File: src/cst_osc.sv
// Shared constants and types of the sense block, plus the oscillator control leaf
// What this block does
// - A set reference range select bit picks the variable references, a clear one the internal fixed references.
// - With fixed references the lower threshold is ground and the upper threshold is the supply.
// - With variable references the lower threshold is the DAC output and the upper is the fixed reference unit.
// - The current range field gives 00 zero current, 01 low, 10 medium and 11 high within each range.
// - Code 00 means off in the low range and noise detection in the high range.
// - Noise detection stops sourcing and sinking on the sense pin but keeps the comparators running.
// - In noise detection, pin noise toggles the comparator output so that pin activity can be counted.
// - The oscillator clocks the first timer when the sense clock pick is set and its clock source bit is clear.
// - The oscillator clocks the second timer when its clock source field holds 11.
// - The second timer is off with its on bit 0, free running with on 1 and gate enable 0, gated with both 1.
// - Oscillator edges reach the timer only while the module enable is set, and it runs on in low power.
`timescale 1ns/1ns

package cst_pkg;

    // ****************************************************************
    // Register map, byte addresses on a 32-bit Wishbone bus
    // ****************************************************************
    localparam int          ADDR_W        = 8;
    localparam logic [7:0]  OFF_SENSE_CTL = 8'h00;
    localparam logic [7:0]  OFF_OPTION    = 8'h04;
    localparam logic [7:0]  OFF_ST_CTL    = 8'h08;
    localparam logic [7:0]  OFF_FT_CNT    = 8'h0c;
    localparam logic [7:0]  OFF_ST_CNT    = 8'h10;
    localparam logic [7:0]  OFF_IRQ_STAT  = 8'h14;
    localparam logic [7:0]  OFF_IRQ_MASK  = 8'h18;
    localparam logic [7:0]  OFF_ANALOG    = 8'h1c;

    // ****************************************************************
    // Field positions and reset values
    // ****************************************************************
    localparam int          SC_EN_BIT     = 7;
    localparam int          SC_RANGE_BIT  = 6;
    localparam int          SC_CUR_LO     = 2;
    localparam int          SC_OUT_BIT    = 1;
    localparam int          SC_PICK_BIT   = 0;
    localparam int          OPT_FTSRC_BIT = 0;
    localparam int          ST_SRC_LO     = 6;
    localparam int          ST_GSRC_BIT   = 2;
    localparam int          ST_GE_BIT     = 1;
    localparam int          ST_ON_BIT     = 0;
    localparam int          IRQ_W         = 3;
    localparam int          IRQ_FT_OVF    = 0;
    localparam int          IRQ_ST_OVF    = 1;
    localparam int          IRQ_NOISE     = 2;
    localparam logic [7:0]  RST_SENSE_CTL = 8'h00;
    localparam logic [7:0]  RST_ST_CTL    = 8'h00;
    localparam logic [2:0]  RST_IRQ       = 3'h0;

    // ****************************************************************
    // Encodings
    // ****************************************************************
    localparam logic [1:0]  CUR_ZERO      = 2'h0;
    localparam logic [1:0]  CUR_LOW       = 2'h1;
    localparam logic [1:0]  CUR_MED       = 2'h2;
    localparam logic [1:0]  CUR_HIGH      = 2'h3;
    localparam logic [1:0]  ST_SRC_CORE   = 2'h0;
    localparam logic [1:0]  ST_SRC_CORE2  = 2'h1;
    localparam logic [1:0]  ST_SRC_PIN    = 2'h2;
    localparam logic [1:0]  ST_SRC_SENSE  = 2'h3;

    typedef enum logic [2:0] {
        PM_OFF   = 3'h0,
        PM_NOISE = 3'h1,
        PM_LOW   = 3'h2,
        PM_MED   = 3'h3,
        PM_HIGH  = 3'h4
    } cst_power_mode_t;

    typedef enum logic {LO_REF_GND = 1'b0, LO_REF_DAC = 1'b1} cst_lo_ref_t;
    typedef enum logic {HI_REF_VDD = 1'b0, HI_REF_FVR = 1'b1} cst_hi_ref_t;

    // Controls handed to the analog oscillator
    typedef struct packed {
        cst_hi_ref_t upper_ref;
        cst_lo_ref_t lower_ref;
        logic        source_en;
        logic        sink_en;
        logic        cmp_en;
        logic        range_high;
        logic [1:0]  level;
    } cst_analog_t;

    // Decode of range bit and current field into a power mode
    function automatic cst_power_mode_t cst_mode(input logic range_high, input logic [1:0] cur);
        cst_power_mode_t m;
        m = PM_OFF;
        unique case (cur)
            CUR_ZERO: m = range_high ? PM_NOISE : PM_OFF;
            CUR_LOW:  m = PM_LOW;
            CUR_MED:  m = PM_MED;
            CUR_HIGH: m = PM_HIGH;
        endcase
        return m;
    endfunction : cst_mode

endpackage : cst_pkg

// Oscillator control: reference and current steering, comparator edge pick-up
module cst_osc_ctl
    import cst_pkg::*;
(
    // Clock and reset
    input  wire logic        core_clk,
    input  wire logic        rst,
    // Settings
    input  wire logic        enable,
    input  wire logic        range_high,
    input  wire logic [1:0]  cur,
    // Comparator from the analog oscillator
    input  wire logic        cmp_in,
    // Results
    output cst_analog_t      analog,
    output logic             osc_level,
    output logic             sense_edge,
    output logic             noise_mode
);

    cst_analog_t     analog_q;
    cst_analog_t     analog_d;
    logic            cmp_q;
    cst_power_mode_t mode;

    assign mode = cst_mode(range_high, cur);

    // ****************************************************************
    // Analog steering, follows the settings with no hold-off
    // ****************************************************************
    always_comb begin
        analog_d            = '0;
        analog_d.range_high = range_high;
        analog_d.level      = cur;
        analog_d.lower_ref  = range_high ? LO_REF_DAC : LO_REF_GND;
        analog_d.upper_ref  = range_high ? HI_REF_FVR : HI_REF_VDD;
        // Comparators stay on in noise mode; only the pin drive stops
        analog_d.cmp_en     = enable && (mode != PM_OFF);
        analog_d.source_en  = enable && (mode != PM_OFF) && (mode != PM_NOISE);
        analog_d.sink_en    = analog_d.source_en;
    end

    // Registered so the analog side sees glitch-free controls
    always_ff @(posedge core_clk or posedge rst) begin
        if (rst) begin
            analog_q <= '0;
        end else begin
            analog_q <= analog_d;
        end
    end

    // Comparator sample for edge detection
    always_ff @(posedge core_clk or posedge rst) begin
        if (rst) begin
            cmp_q <= 1'b0;
        end else begin
            cmp_q <= cmp_in;
        end
    end

    assign analog     = analog_q;
    assign osc_level  = cmp_q;
    // Rising comparator edge is one oscillator cycle, noise-driven or not
    assign sense_edge = enable && analog_q.cmp_en && cmp_in && !cmp_q;
    assign noise_mode = enable && (mode == PM_NOISE);

endmodule : cst_osc_ctl

File: src/cst_top.sv
// Capacitive sense range control, timers and Wishbone register slave
//
// The placing of the registers and the Wishbone register port were left to the implementer.
`timescale 1ns/1ns

module cst_top
    import cst_pkg::*;
#(
    parameter int FT_W = 8,
    parameter int ST_W = 16
) (
    // Clock and reset
    input  wire logic                core_clk,
    input  wire logic                rst,
    // Wishbone classic slave
    input  wire logic                wb_cyc_i,
    input  wire logic                wb_stb_i,
    input  wire logic                wb_we_i,
    input  wire logic [ADDR_W-1:0]   wb_adr_i,
    input  wire logic [3:0]          wb_sel_i,
    input  wire logic [31:0]         wb_dat_i,
    output logic      [31:0]         wb_dat_o,
    output logic                     wb_ack_o,
    // Analog oscillator
    input  wire logic                cmp_in,
    output cst_analog_t              analog,
    // Timer pins
    input  wire logic                ft_pin_clk,
    input  wire logic                st_pin_clk,
    input  wire logic                st_gate_in,
    // Interrupt
    output logic                     irq
);

    // ****************************************************************
    // Register state
    // ****************************************************************
    logic [7:0]       sense_ctl_q;
    logic             ft_src_q;
    logic [7:0]       st_ctl_q;
    logic [FT_W-1:0]  ft_cnt_q;
    logic [ST_W-1:0]  st_cnt_q;
    logic [IRQ_W-1:0] irq_stat_q;
    logic [IRQ_W-1:0] irq_mask_q;
    logic             ack_q;
    logic [31:0]      dat_q;
    logic             ft_pin_q;
    logic             st_pin_q;
    logic             gate_tgl_q;

    logic             sense_edge;
    logic             osc_level;
    logic             noise_mode;
    logic             req;
    logic             wr_now;
    logic             rd_now;
    logic [31:0]      rd_data;
    logic             ft_tick;
    logic             ft_ovf;
    logic             st_tick;
    logic             st_run;
    logic             st_gate_ok;
    logic             st_ovf;
    logic [IRQ_W-1:0] irq_events;
    logic [1:0]       st_src;

    // ****************************************************************
    // Oscillator control
    // ****************************************************************
    cst_osc_ctl u_osc (
        .core_clk   (core_clk),
        .rst        (rst),
        .enable     (sense_ctl_q[SC_EN_BIT]),
        .range_high (sense_ctl_q[SC_RANGE_BIT]),
        .cur        (sense_ctl_q[SC_CUR_LO+1:SC_CUR_LO]),
        .cmp_in     (cmp_in),
        .analog     (analog),
        .osc_level  (osc_level),
        .sense_edge (sense_edge),
        .noise_mode (noise_mode)
    );

    // ****************************************************************
    // Wishbone handshake
    // ****************************************************************
    // Request seen, ack one cycle later; the write lands on the ack edge
    assign req    = wb_cyc_i && wb_stb_i;
    assign wr_now = req && ack_q && wb_we_i;
    assign rd_now = req && ack_q && !wb_we_i;

    // Ack pulses once per request and drops the cycle after
    always_ff @(posedge core_clk or posedge rst) begin
        if (rst) begin
            ack_q <= 1'b0;
        end else begin
            ack_q <= req && !ack_q;
        end
    end

    // Read mux; unmapped offsets read zero and are still acknowledged
    always_comb begin
        rd_data = 32'h0000_0000;
        unique case (wb_adr_i)
            OFF_SENSE_CTL: begin
                rd_data[7:0]      = sense_ctl_q;
                rd_data[SC_OUT_BIT] = osc_level;
            end
            OFF_OPTION:   rd_data[OPT_FTSRC_BIT] = ft_src_q;
            OFF_ST_CTL:   rd_data[7:0] = st_ctl_q;
            OFF_FT_CNT:   rd_data[FT_W-1:0] = ft_cnt_q;
            OFF_ST_CNT:   rd_data[ST_W-1:0] = st_cnt_q;
            // Events of the capture edge are reported, since the clear follows
            OFF_IRQ_STAT: rd_data[IRQ_W-1:0] = irq_stat_q | irq_events;
            OFF_IRQ_MASK: rd_data[IRQ_W-1:0] = irq_mask_q;
            OFF_ANALOG:   rd_data[7:0] = analog;
            default:      rd_data = 32'h0000_0000;
        endcase
    end

    // Read data captured as ack rises and held while ack is high
    always_ff @(posedge core_clk or posedge rst) begin
        if (rst) begin
            dat_q <= 32'h0000_0000;
        end else if (req && !ack_q) begin
            dat_q <= rd_data;
        end
    end

    assign wb_ack_o = ack_q;
    assign wb_dat_o = dat_q;

    // ****************************************************************
    // Control registers
    // ****************************************************************
    // Range and current changes act at once; the timers keep their count
    always_ff @(posedge core_clk or posedge rst) begin
        if (rst) begin
            sense_ctl_q <= RST_SENSE_CTL;
        end else if (wr_now && wb_adr_i == OFF_SENSE_CTL && wb_sel_i[0]) begin
            sense_ctl_q <= wb_dat_i[7:0] & 8'hcd;
        end
    end

    // First timer clock source bit
    always_ff @(posedge core_clk or posedge rst) begin
        if (rst) begin
            ft_src_q <= 1'b0;
        end else if (wr_now && wb_adr_i == OFF_OPTION && wb_sel_i[0]) begin
            ft_src_q <= wb_dat_i[OPT_FTSRC_BIT];
        end
    end

    // Second timer control
    always_ff @(posedge core_clk or posedge rst) begin
        if (rst) begin
            st_ctl_q <= RST_ST_CTL;
        end else if (wr_now && wb_adr_i == OFF_ST_CTL && wb_sel_i[0]) begin
            st_ctl_q <= wb_dat_i[7:0] & 8'hc7;
        end
    end

    // Interrupt mask
    always_ff @(posedge core_clk or posedge rst) begin
        if (rst) begin
            irq_mask_q <= RST_IRQ;
        end else if (wr_now && wb_adr_i == OFF_IRQ_MASK && wb_sel_i[0]) begin
            irq_mask_q <= wb_dat_i[IRQ_W-1:0];
        end
    end

    // ****************************************************************
    // First timer
    // ****************************************************************
    // Pin sample for edge detection
    always_ff @(posedge core_clk or posedge rst) begin
        if (rst) begin
            ft_pin_q <= 1'b0;
            st_pin_q <= 1'b0;
        end else begin
            ft_pin_q <= ft_pin_clk;
            st_pin_q <= st_pin_clk;
        end
    end

    // Source bit set counts core cycles; clear takes the external clock,
    // which is the oscillator when the pick bit is set
    always_comb begin
        if (ft_src_q) begin
            ft_tick = 1'b1;
        end else if (sense_ctl_q[SC_PICK_BIT]) begin
            ft_tick = sense_edge;
        end else begin
            ft_tick = ft_pin_clk && !ft_pin_q;
        end
    end

    assign ft_ovf = ft_tick && (ft_cnt_q == {FT_W{1'b1}});

    // A bus write loads the count; software clears it to start a window
    always_ff @(posedge core_clk or posedge rst) begin
        if (rst) begin
            ft_cnt_q <= '0;
        end else if (wr_now && wb_adr_i == OFF_FT_CNT && wb_sel_i[0]) begin
            ft_cnt_q <= wb_dat_i[FT_W-1:0];
        end else if (ft_tick) begin
            ft_cnt_q <= ft_cnt_q + 1'b1;
        end
    end

    // ****************************************************************
    // Second timer with gate
    // ****************************************************************
    assign st_src = st_ctl_q[ST_SRC_LO+1:ST_SRC_LO];

    // Tick source selection
    always_comb begin
        unique case (st_src)
            ST_SRC_CORE, ST_SRC_CORE2: st_tick = 1'b1;
            ST_SRC_PIN:                st_tick = st_pin_clk && !st_pin_q;
            ST_SRC_SENSE:              st_tick = sense_edge;
        endcase
    end

    // Toggle gate flips on each first timer overflow while gate enable is set, which gives a
    // fixed window when the first timer counts core cycles and not the oscillator
    always_ff @(posedge core_clk or posedge rst) begin
        if (rst) begin
            gate_tgl_q <= 1'b0;
        end else if (!st_ctl_q[ST_GE_BIT]) begin
            gate_tgl_q <= 1'b0;
        end else if (ft_ovf) begin
            gate_tgl_q <= !gate_tgl_q;
        end
    end

    assign st_gate_ok = st_ctl_q[ST_GSRC_BIT] ? gate_tgl_q : st_gate_in;
    // Off, free running, or counting only while the gate permits
    assign st_run     = st_ctl_q[ST_ON_BIT] && (!st_ctl_q[ST_GE_BIT] || st_gate_ok);
    assign st_ovf     = st_run && st_tick && (st_cnt_q == {ST_W{1'b1}});

    // Byte lanes 0 and 1 load the low and high halves separately
    always_ff @(posedge core_clk or posedge rst) begin
        if (rst) begin
            st_cnt_q <= '0;
        end else if (wr_now && wb_adr_i == OFF_ST_CNT && (wb_sel_i[0] || wb_sel_i[1])) begin
            if (wb_sel_i[0]) begin
                st_cnt_q[7:0] <= wb_dat_i[7:0];
            end
            if (wb_sel_i[1]) begin
                st_cnt_q[ST_W-1:8] <= wb_dat_i[ST_W-1:8];
            end
        end else if (st_run && st_tick) begin
            st_cnt_q <= st_cnt_q + 1'b1;
        end
    end

    // ****************************************************************
    // Interrupts
    // ****************************************************************
    always_comb begin
        irq_events             = '0;
        irq_events[IRQ_FT_OVF] = ft_ovf;
        irq_events[IRQ_ST_OVF] = st_ovf;
        irq_events[IRQ_NOISE]  = noise_mode && sense_edge;
    end

    // Read clears, but an event in the same cycle survives the clear
    always_ff @(posedge core_clk or posedge rst) begin
        if (rst) begin
            irq_stat_q <= RST_IRQ;
        end else if (rd_now && wb_adr_i == OFF_IRQ_STAT) begin
            irq_stat_q <= irq_events;
        end else begin
            irq_stat_q <= irq_stat_q | irq_events;
        end
    end

    assign irq = |(irq_stat_q & irq_mask_q);

endmodule : cst_top
File: config.mk
export PLATFORM = sky130hd
export DESIGN_NAME = cst_top
export DESIGN_NICKNAME = d
export VERILOG_FILES = /design/src/cst_osc.sv /design/src/cst_top.sv
export SDC_FILE = /design/constraint.sdc
export NUM_CORES = 1
export LEC_CHECK = 0
export BUFFER_PORTS_ARGS = -buffer_cell sky130_fd_sc_hd__buf_2
export CORE_MARGIN = 1
export CORE_UTILIZATION = 30
export DETAILED_ROUTE_END_ITERATION = 8
export PLACE_DENSITY_LB_ADDON = 0.05
export REMOVE_ABC_BUFFERS = 1
export SLEW_MARGIN = 40
export SYNTH_ARGS = -nofsm -noshare
export SYNTH_HDL_FRONTEND = slang
export SYNTH_HIERARCHICAL = 1
export SYNTH_SLANG_ARGS = --single-unit
File: constraint.sdc
create_clock -name core_clk -period 1.64 [get_ports core_clk]
set_input_delay 0.082 -clock core_clk [delete_from_list [all_inputs] [get_ports core_clk]]
set_output_delay 0.082 -clock core_clk [all_outputs]
set_load 0.005 [all_outputs]
# Word level (Yosys, flattened, before mapping)
# Cells that the tools add are included.
# word_totals
register_bits	68
latchBits	0
ram_bits	0
rom_bits	0
inputBits	53
output_inout_bits	42
elab_cells	113
mem_count	0
# classes
n_addsub	2
multipliers	0
n_div	0
n_lt_le_gt_ge	0
n_eq_ne	20
shifts	0
mux	20
n_bitwise	2
reduce_logical	50
# op_table
operator	count
$mux W8	5
$eq A8 B5 Y1 const B	4
$mux W16	2
$logic_and A1 B1 Y1	31
$pmux W5 S5	1
$add A16 B1 Y16 const B	1
$eq A16 B16 Y1 const B	1
$eq A8 B4 Y1 const B	2
$pmux W2 S7	1
$pmux W3 S4	1
$add A8 B1 Y8 const B	1
$eq A2 B2 Y1 const B	4
$eq A8 B3 Y1 const B	1
$eq A8 B8 Y1 const B	1
$logic_not A8 Y1	1
$pmux W1 S8	1
$logic_not A1 Y1	7
$mux W1	7
$eq A2 B1 Y1 const B	2
$logic_not A2 Y1	2
$ne A2 B2 Y1 const B	2
$reduce_and A2 Y1	2
$reduce_bool A2 Y1	2
$and A3 B3 Y3	1
other kinds (10)	11

# Logic depth before layout (Yosys ltp)
# logic_depth
ltp_word	8
mapped_depth	8
ltp_nobuf	7

# By module
# The synthesis kept the hierarchy.
# modules_own_cells
mod	instances	cells_per_inst	area_per_inst_um2	seq_area_each_um2
cst_top	1	379	3602.2	1526.5
cst_osc_ctl	1	21	272.8	150.1

# Least setup slack after synthesis
# No wires, ideal clock.
# synth_path
path_kind	reg-to-reg
start	register sense_ctl_q[2]
end	register dat_q[2], in the netlist wb_dat_o[2]
arrival_ps	1636
t_required_ps	1508
setup_slack_ps	-128
path_stages_with_launch	8
synth_period_minus_slack_ps	1768
cell_sequence	dfrtp_1 -> inv_1 -> ha_1 -> mux2_4 -> and3_2 -> a21o_1 -> a221oi_1 -> a21oi_1
# synth_via
elab_chain_len	7
# synth_rtl
element	line	source
start, declared	cst_top.sv:38	logic [7:0] sense_ctl_q;
start signal, assigned	cst_top.sv:140	sense_ctl_q <= wb_dat_i[7:0] & 8'hcd;
$eq A2 B2 Y1 (tied with other cells)	cst_osc.sv:90	unique case (cur)
$pmux W3 S4 *	cst_osc.sv:90	
$eq A3 B1 Y1 *	cst_osc.sv:165	assign noise_mode = enable && (mode == PM_NOISE);
$logic_and A1 B1 Y1 *	cst_osc.sv:165	
net noise_mode	cst_top.sv:53	logic noise_mode;
$logic_and A1 B1 Y1 *	cst_top.sv:264	irq_events[IRQ_NOISE] = noise_mode && sense_edge;
$or A3 B3 Y3 *	cst_top.sv:113	OFF_IRQ_STAT: rd_data[IRQ_W-1:0] = irq_stat_q | irq_events;
$pmux W2 S7 *	cst_top.sv:103	unique case (wb_adr_i)
end signal, assigned	cst_top.sv:125	dat_q <= rd_data;
end, declared	cst_top.sv:46	logic [31:0] dat_q;
# Mark *: on every way through the listed nets, which the timed path passes. The rest lies on a longest branch.
# A chain may end at the register's enable or synchronous reset.

# Final worst setup path
# layout_path
start	register u_osc.analog_q (netlist bit u_osc/analog[3])
end	register st_cnt_q[4]
# layout_via
elab_chain_len	7
# layout_rtl
element	line	source
start, declared	cst_osc.sv:121	cst_analog_t analog_q;
start signal, assigned	cst_osc.sv:148	analog_q <= analog_d;
$logic_and A1 B1 Y1 (3 in series)	cst_osc.sv:164	assign sense_edge = enable && analog_q.cmp_en && cmp_in && !cmp_q;
net sense_edge	cst_top.sv:51	logic sense_edge;
$pmux W1 S3	cst_top.sv:217	unique case (st_src)
$logic_and A1 B1 Y1	cst_top.sv:252	end else if (st_run && st_tick) begin
$reduce_bool A2 Y1 (no source line)	-	
$reduce_and A2 Y1 (no source line)	-	
end signal, assigned	cst_top.sv:247	st_cnt_q[7:0] <= wb_dat_i[7:0];
end signal, assigned by index	cst_top.sv:250	st_cnt_q[ST_W-1:8] <= wb_dat_i[ST_W-1:8];
end signal, assigned	cst_top.sv:253	st_cnt_q <= st_cnt_q + 1'b1;
end, declared	cst_top.sv:42	logic [ST_W-1:0] st_cnt_q;
# The timed path passes the listed nets, and every way through them passes these cells.

==> impl_metrics.ini <==
[outcome]
run_status = finished, violations left
failed_checks = negative setup slack

[synth]
ys.warnings.count = 6
synth-edff-count = 0
post_synth_inst_count = 400
yosys.area.top_type = dfrtp_1
synth.ff_latch_count = 67
syn-mean-instance-area_um2 = 9.69
async_reset_ff_frac = 1.00
syn-cell-area_um2 = 3870
post_synth_main_area_contributors = dfrtp_1 (43%), mux2_2 (4.6%), nand2_1 (4.0%)
synth_top_flop_cell = dfrtp_1
synth_sequential_area_ratio = 0.433
netlist.area_leader.share = 0.433
synth.distinct_cells = 74

[grt]
antenna_found_initial = 0
grt_overflow = 0
global_route_wire_length_before_repair_um = 19700
grt_use_total = 0.205
first_global_vias = 3387
grt_max_degree = 62

[routing]
routed_wl_um = 12900
routed-via-count = 3493
remaining_drc_errors = 0
wl_per_cell_um = 18.2
avgViaCountPerCell = 4.91
drtPass1Iterations = 4
detailedRoute.firstIterationViolations = 168
detail-route-antenna-nets = 0

[sta]
timing.final.hold_violations = 0
rsz_0062_raised_after_global_routing = yes
timing_max_transition_violations_final = 0
setup_violations = 14
timing.final.crit_share = 1.05
final.setup_skew_ns = 0.00584
finalWorstPathRequiredPeriod_ns = 1.73
finalWorstSetupSlack_ns = -0.0898
max_clk_rate_ghz = 0.578

[floorplanning]
die_y_um = 116
die-area_um2 = 13400
top_level_ports = 95
fp.coreArea_um2 = 12600
initial_utilization = 0.307
std_cell_rows = 41
floorplan.die.width_um = 116

[final_layout]
drive_gt1_frac = 0.430
finalInstanceArea_um2 = 5440
final_net_count = 594
flow.area_growth_from_synthesis_pct = 40.4
layout.core_utilization = 0.431
antenna_cells = 0

[cts]
cts.path.max_buffers = 2
cts_tree = done
clock_latency_ns = 0.34
cts_root_buf = clkbuf_16
htree_levels = 3
clk_pin_slew_worst_paths_ns = 0.06
cts.sink_count = 67
numCtsBuffers = 9

[setup_path]
timing.critical_path.required_ns = 1.87
critical_path_class = register to register
endpoint_kind = register
critical_path.max_fanout = 3
kind_of_start_point_of_the_critical_path = register
worst_ep_arrival_time_ns = 1.96

[power]
cell_internal_pwr_mw = 3.18
vdd.ir_drop.worst_mv = 0.596
power.combinational.fraction = 0.125
switching_share = 0.262
switching_power_mw = 1.13
share_clk_of_total_power = 0.444
power_density_over_the_cells_nw_per_um2 = 791
relative_contribution_of_sequential_cells_to_total_power = 0.431
total_power_mw = 4.30
cellLeakagePower_nw = 2.58

[worst_hold_path]
holdCritPathClass = input pin to register

[placed_design]
cell_area_placed_um2 = 4800
gp_congestion = 0.805
dp.final_hpwl_um = 9790
io_buffer_count = 60

[run]
max_cap_violations = 0
logic make-up after synthesis:
logic type,synth area share
mux,0.0762
compound gates,0.171
flops,0.433
buf+inv,0.0739
other cells,0.000968
fa+ha+maj,0.0161
simple gates,0.204
xor+xnor,0.0249
state kept, by name, summed over array words and instances (netlist names):
signal	flops
ft_cnt_q	8
ft_pin_q	1
ft_src_q	1
gate_tgl_q	1
irq_mask_q	3
irq_stat_q	3
sense_ctl_q	5
st_cnt_q	16
st_ctl_q	5
st_pin_q	1
u_osc/analog	5
u_osc/osc_level	1
wb_ack_o	1
wb_dat_o	16
final timing paths:
| kind | start | to | slack, ns | cells past startpoint |
|---|---|---|---|---|
| setup / recovery | u_osc/analog[3] | st_cnt_q[4] | -0.09 | 6 |
| hold / removal | wb_dat_i[9] | st_cnt_q[9] | 0.02 | 2 |
| min in group asynchronous | rst | u_osc/analog[1] | 0.21 | 3 |
| max in group asynchronous | rst | st_cnt_q[1] | 0.94 | 4 |
| setup reg to reg | u_osc/analog[3] | st_cnt_q[4] | -0.09 | 6 |
| hold reg to reg | wb_dat_o[8] | wb_dat_o[8] | 0.45 | 2 |
power groups by stage:
stage,clock network [mW],logic [mW],registers [mW]
2_1_floorplan,0,0.259,1.84
3_3_place_gp,0,0.510,1.87
3_5_place_dp,0,0.507,1.87
4_1_cts,1.97,0.529,1.85
5_1_grt,2.04,0.599,1.87
6_report,1.91,0.539,1.86
repair_timing:
action / CTS / global route
hold buffers: 4 / 0
setup endpoints to repair: 42 / 34
cloned: 0 / 1
endpoints found under the hold margin: 70 / 0
pin swaps: 23 / 22
buffers inserted: 4 / 1
resized for setup: 32 / 36
per-layer routing:
metal / part of all wire / up-vias / track usage
met5: 0 / - / 0
met4: 0.017 / 0 / 0.0718
met3: 0.049 / 15 / 0.0429
met2: 0.44 / 90 / 0.308
met1: 0.49 / 1684 / 0.291
li1: - / 1704 / -
cells in the final DEF, fill, tap and decap left out, types with 3 or more instances in the layout:
cell type	instances
clkbuf_16	9
buf_2	60
o21ai_0	11
o31ai_1	3
buf_4	76
nor4_4	4
and3_1	3
nand2_1	39
o21ai_2	4
a22o_1	6
a221oi_1	4
ha_1	4
xor2_1	7
conb_1	16
nor2_1	29
dfrtp_1	65
o21bai_1	3
inv_1	11
nand3_1	17
nand4_1	8
buf_6	6
dlygate4sd3_1	4
a21o_1	3
a21oi_1	23
mux2_2	16
xnor2_1	3
mux2i_1	10
nor2_2	5
synthesized netlist by cell type, types with 2 or more instances:
cell / number
nor4_1: 4
a21o_1: 3
nor2_1: 35
a31oi_1: 2
nor2b_1: 2
o22a_1: 3
a22o_1: 6
nand3_1: 18
o32ai_1: 4
nand4b_1: 2
and4_1: 2
o221a_2: 3
nor3b_1: 2
nor4_4: 3
inv_1: 13
o31a_1: 2
clkbuf_2: 2
nor3_1: 4
o31ai_1: 3
dfrtp_1: 67
a221oi_1: 5
buf_2: 8
buf_6: 2
mux2i_1: 10
buf_4: 19
and2_1: 3
ha_1: 5
a21oi_1: 24
or2_2: 2
nand4_1: 8
o2bb2a_1: 2
o21bai_1: 3
clkbuf_1: 5
nor4b_1: 2
nand2_1: 41
mux2_2: 16
o22ai_1: 2
xor2_1: 7
xnor2_1: 4
o21ai_0: 14
nand2b_1: 2
and3_1: 4
critical path, stage by stage, from the launching register on:
cell and delay [ns]:
dfrtp_1 0.37, and4b_2 0.26, a21bo_4 0.24, o221a_4 0.24, a21boi_4 0.21, a21oi_1 0.06
o2bb2a_2 0.24
through the flow:
stage,cells,TNS (ns),hold WS (ns),setup slack [ns]
2_1_floorplan,378,-1.28,-0.127,-0.266
3_3_place_gp,687,-3.58,0.0342,-0.163
3_5_place_dp,687,-4.15,0.0329,-0.213
4_1_cts,709,-0.860,0.0112,-0.0722
5_1_grt,711,-1.95,0.0227,-0.139
6_report,711,-0.585,0.0209,-0.0898
layout make-up:
class | instances | area [um^2]
Clock buffer | 11 | 243
Clock inverter | 3 | 40.0
Fill cell | 1301 | 7180
Inverter | 13 | 48.8
Multi-Input combinational cell | 298 | 2210
Sequential cell | 67 | 1680
Tap cell | 172 | 215
Timing Repair Buffer | 147 | 998
Note: power is estimated with default switching activity, not from simulation.
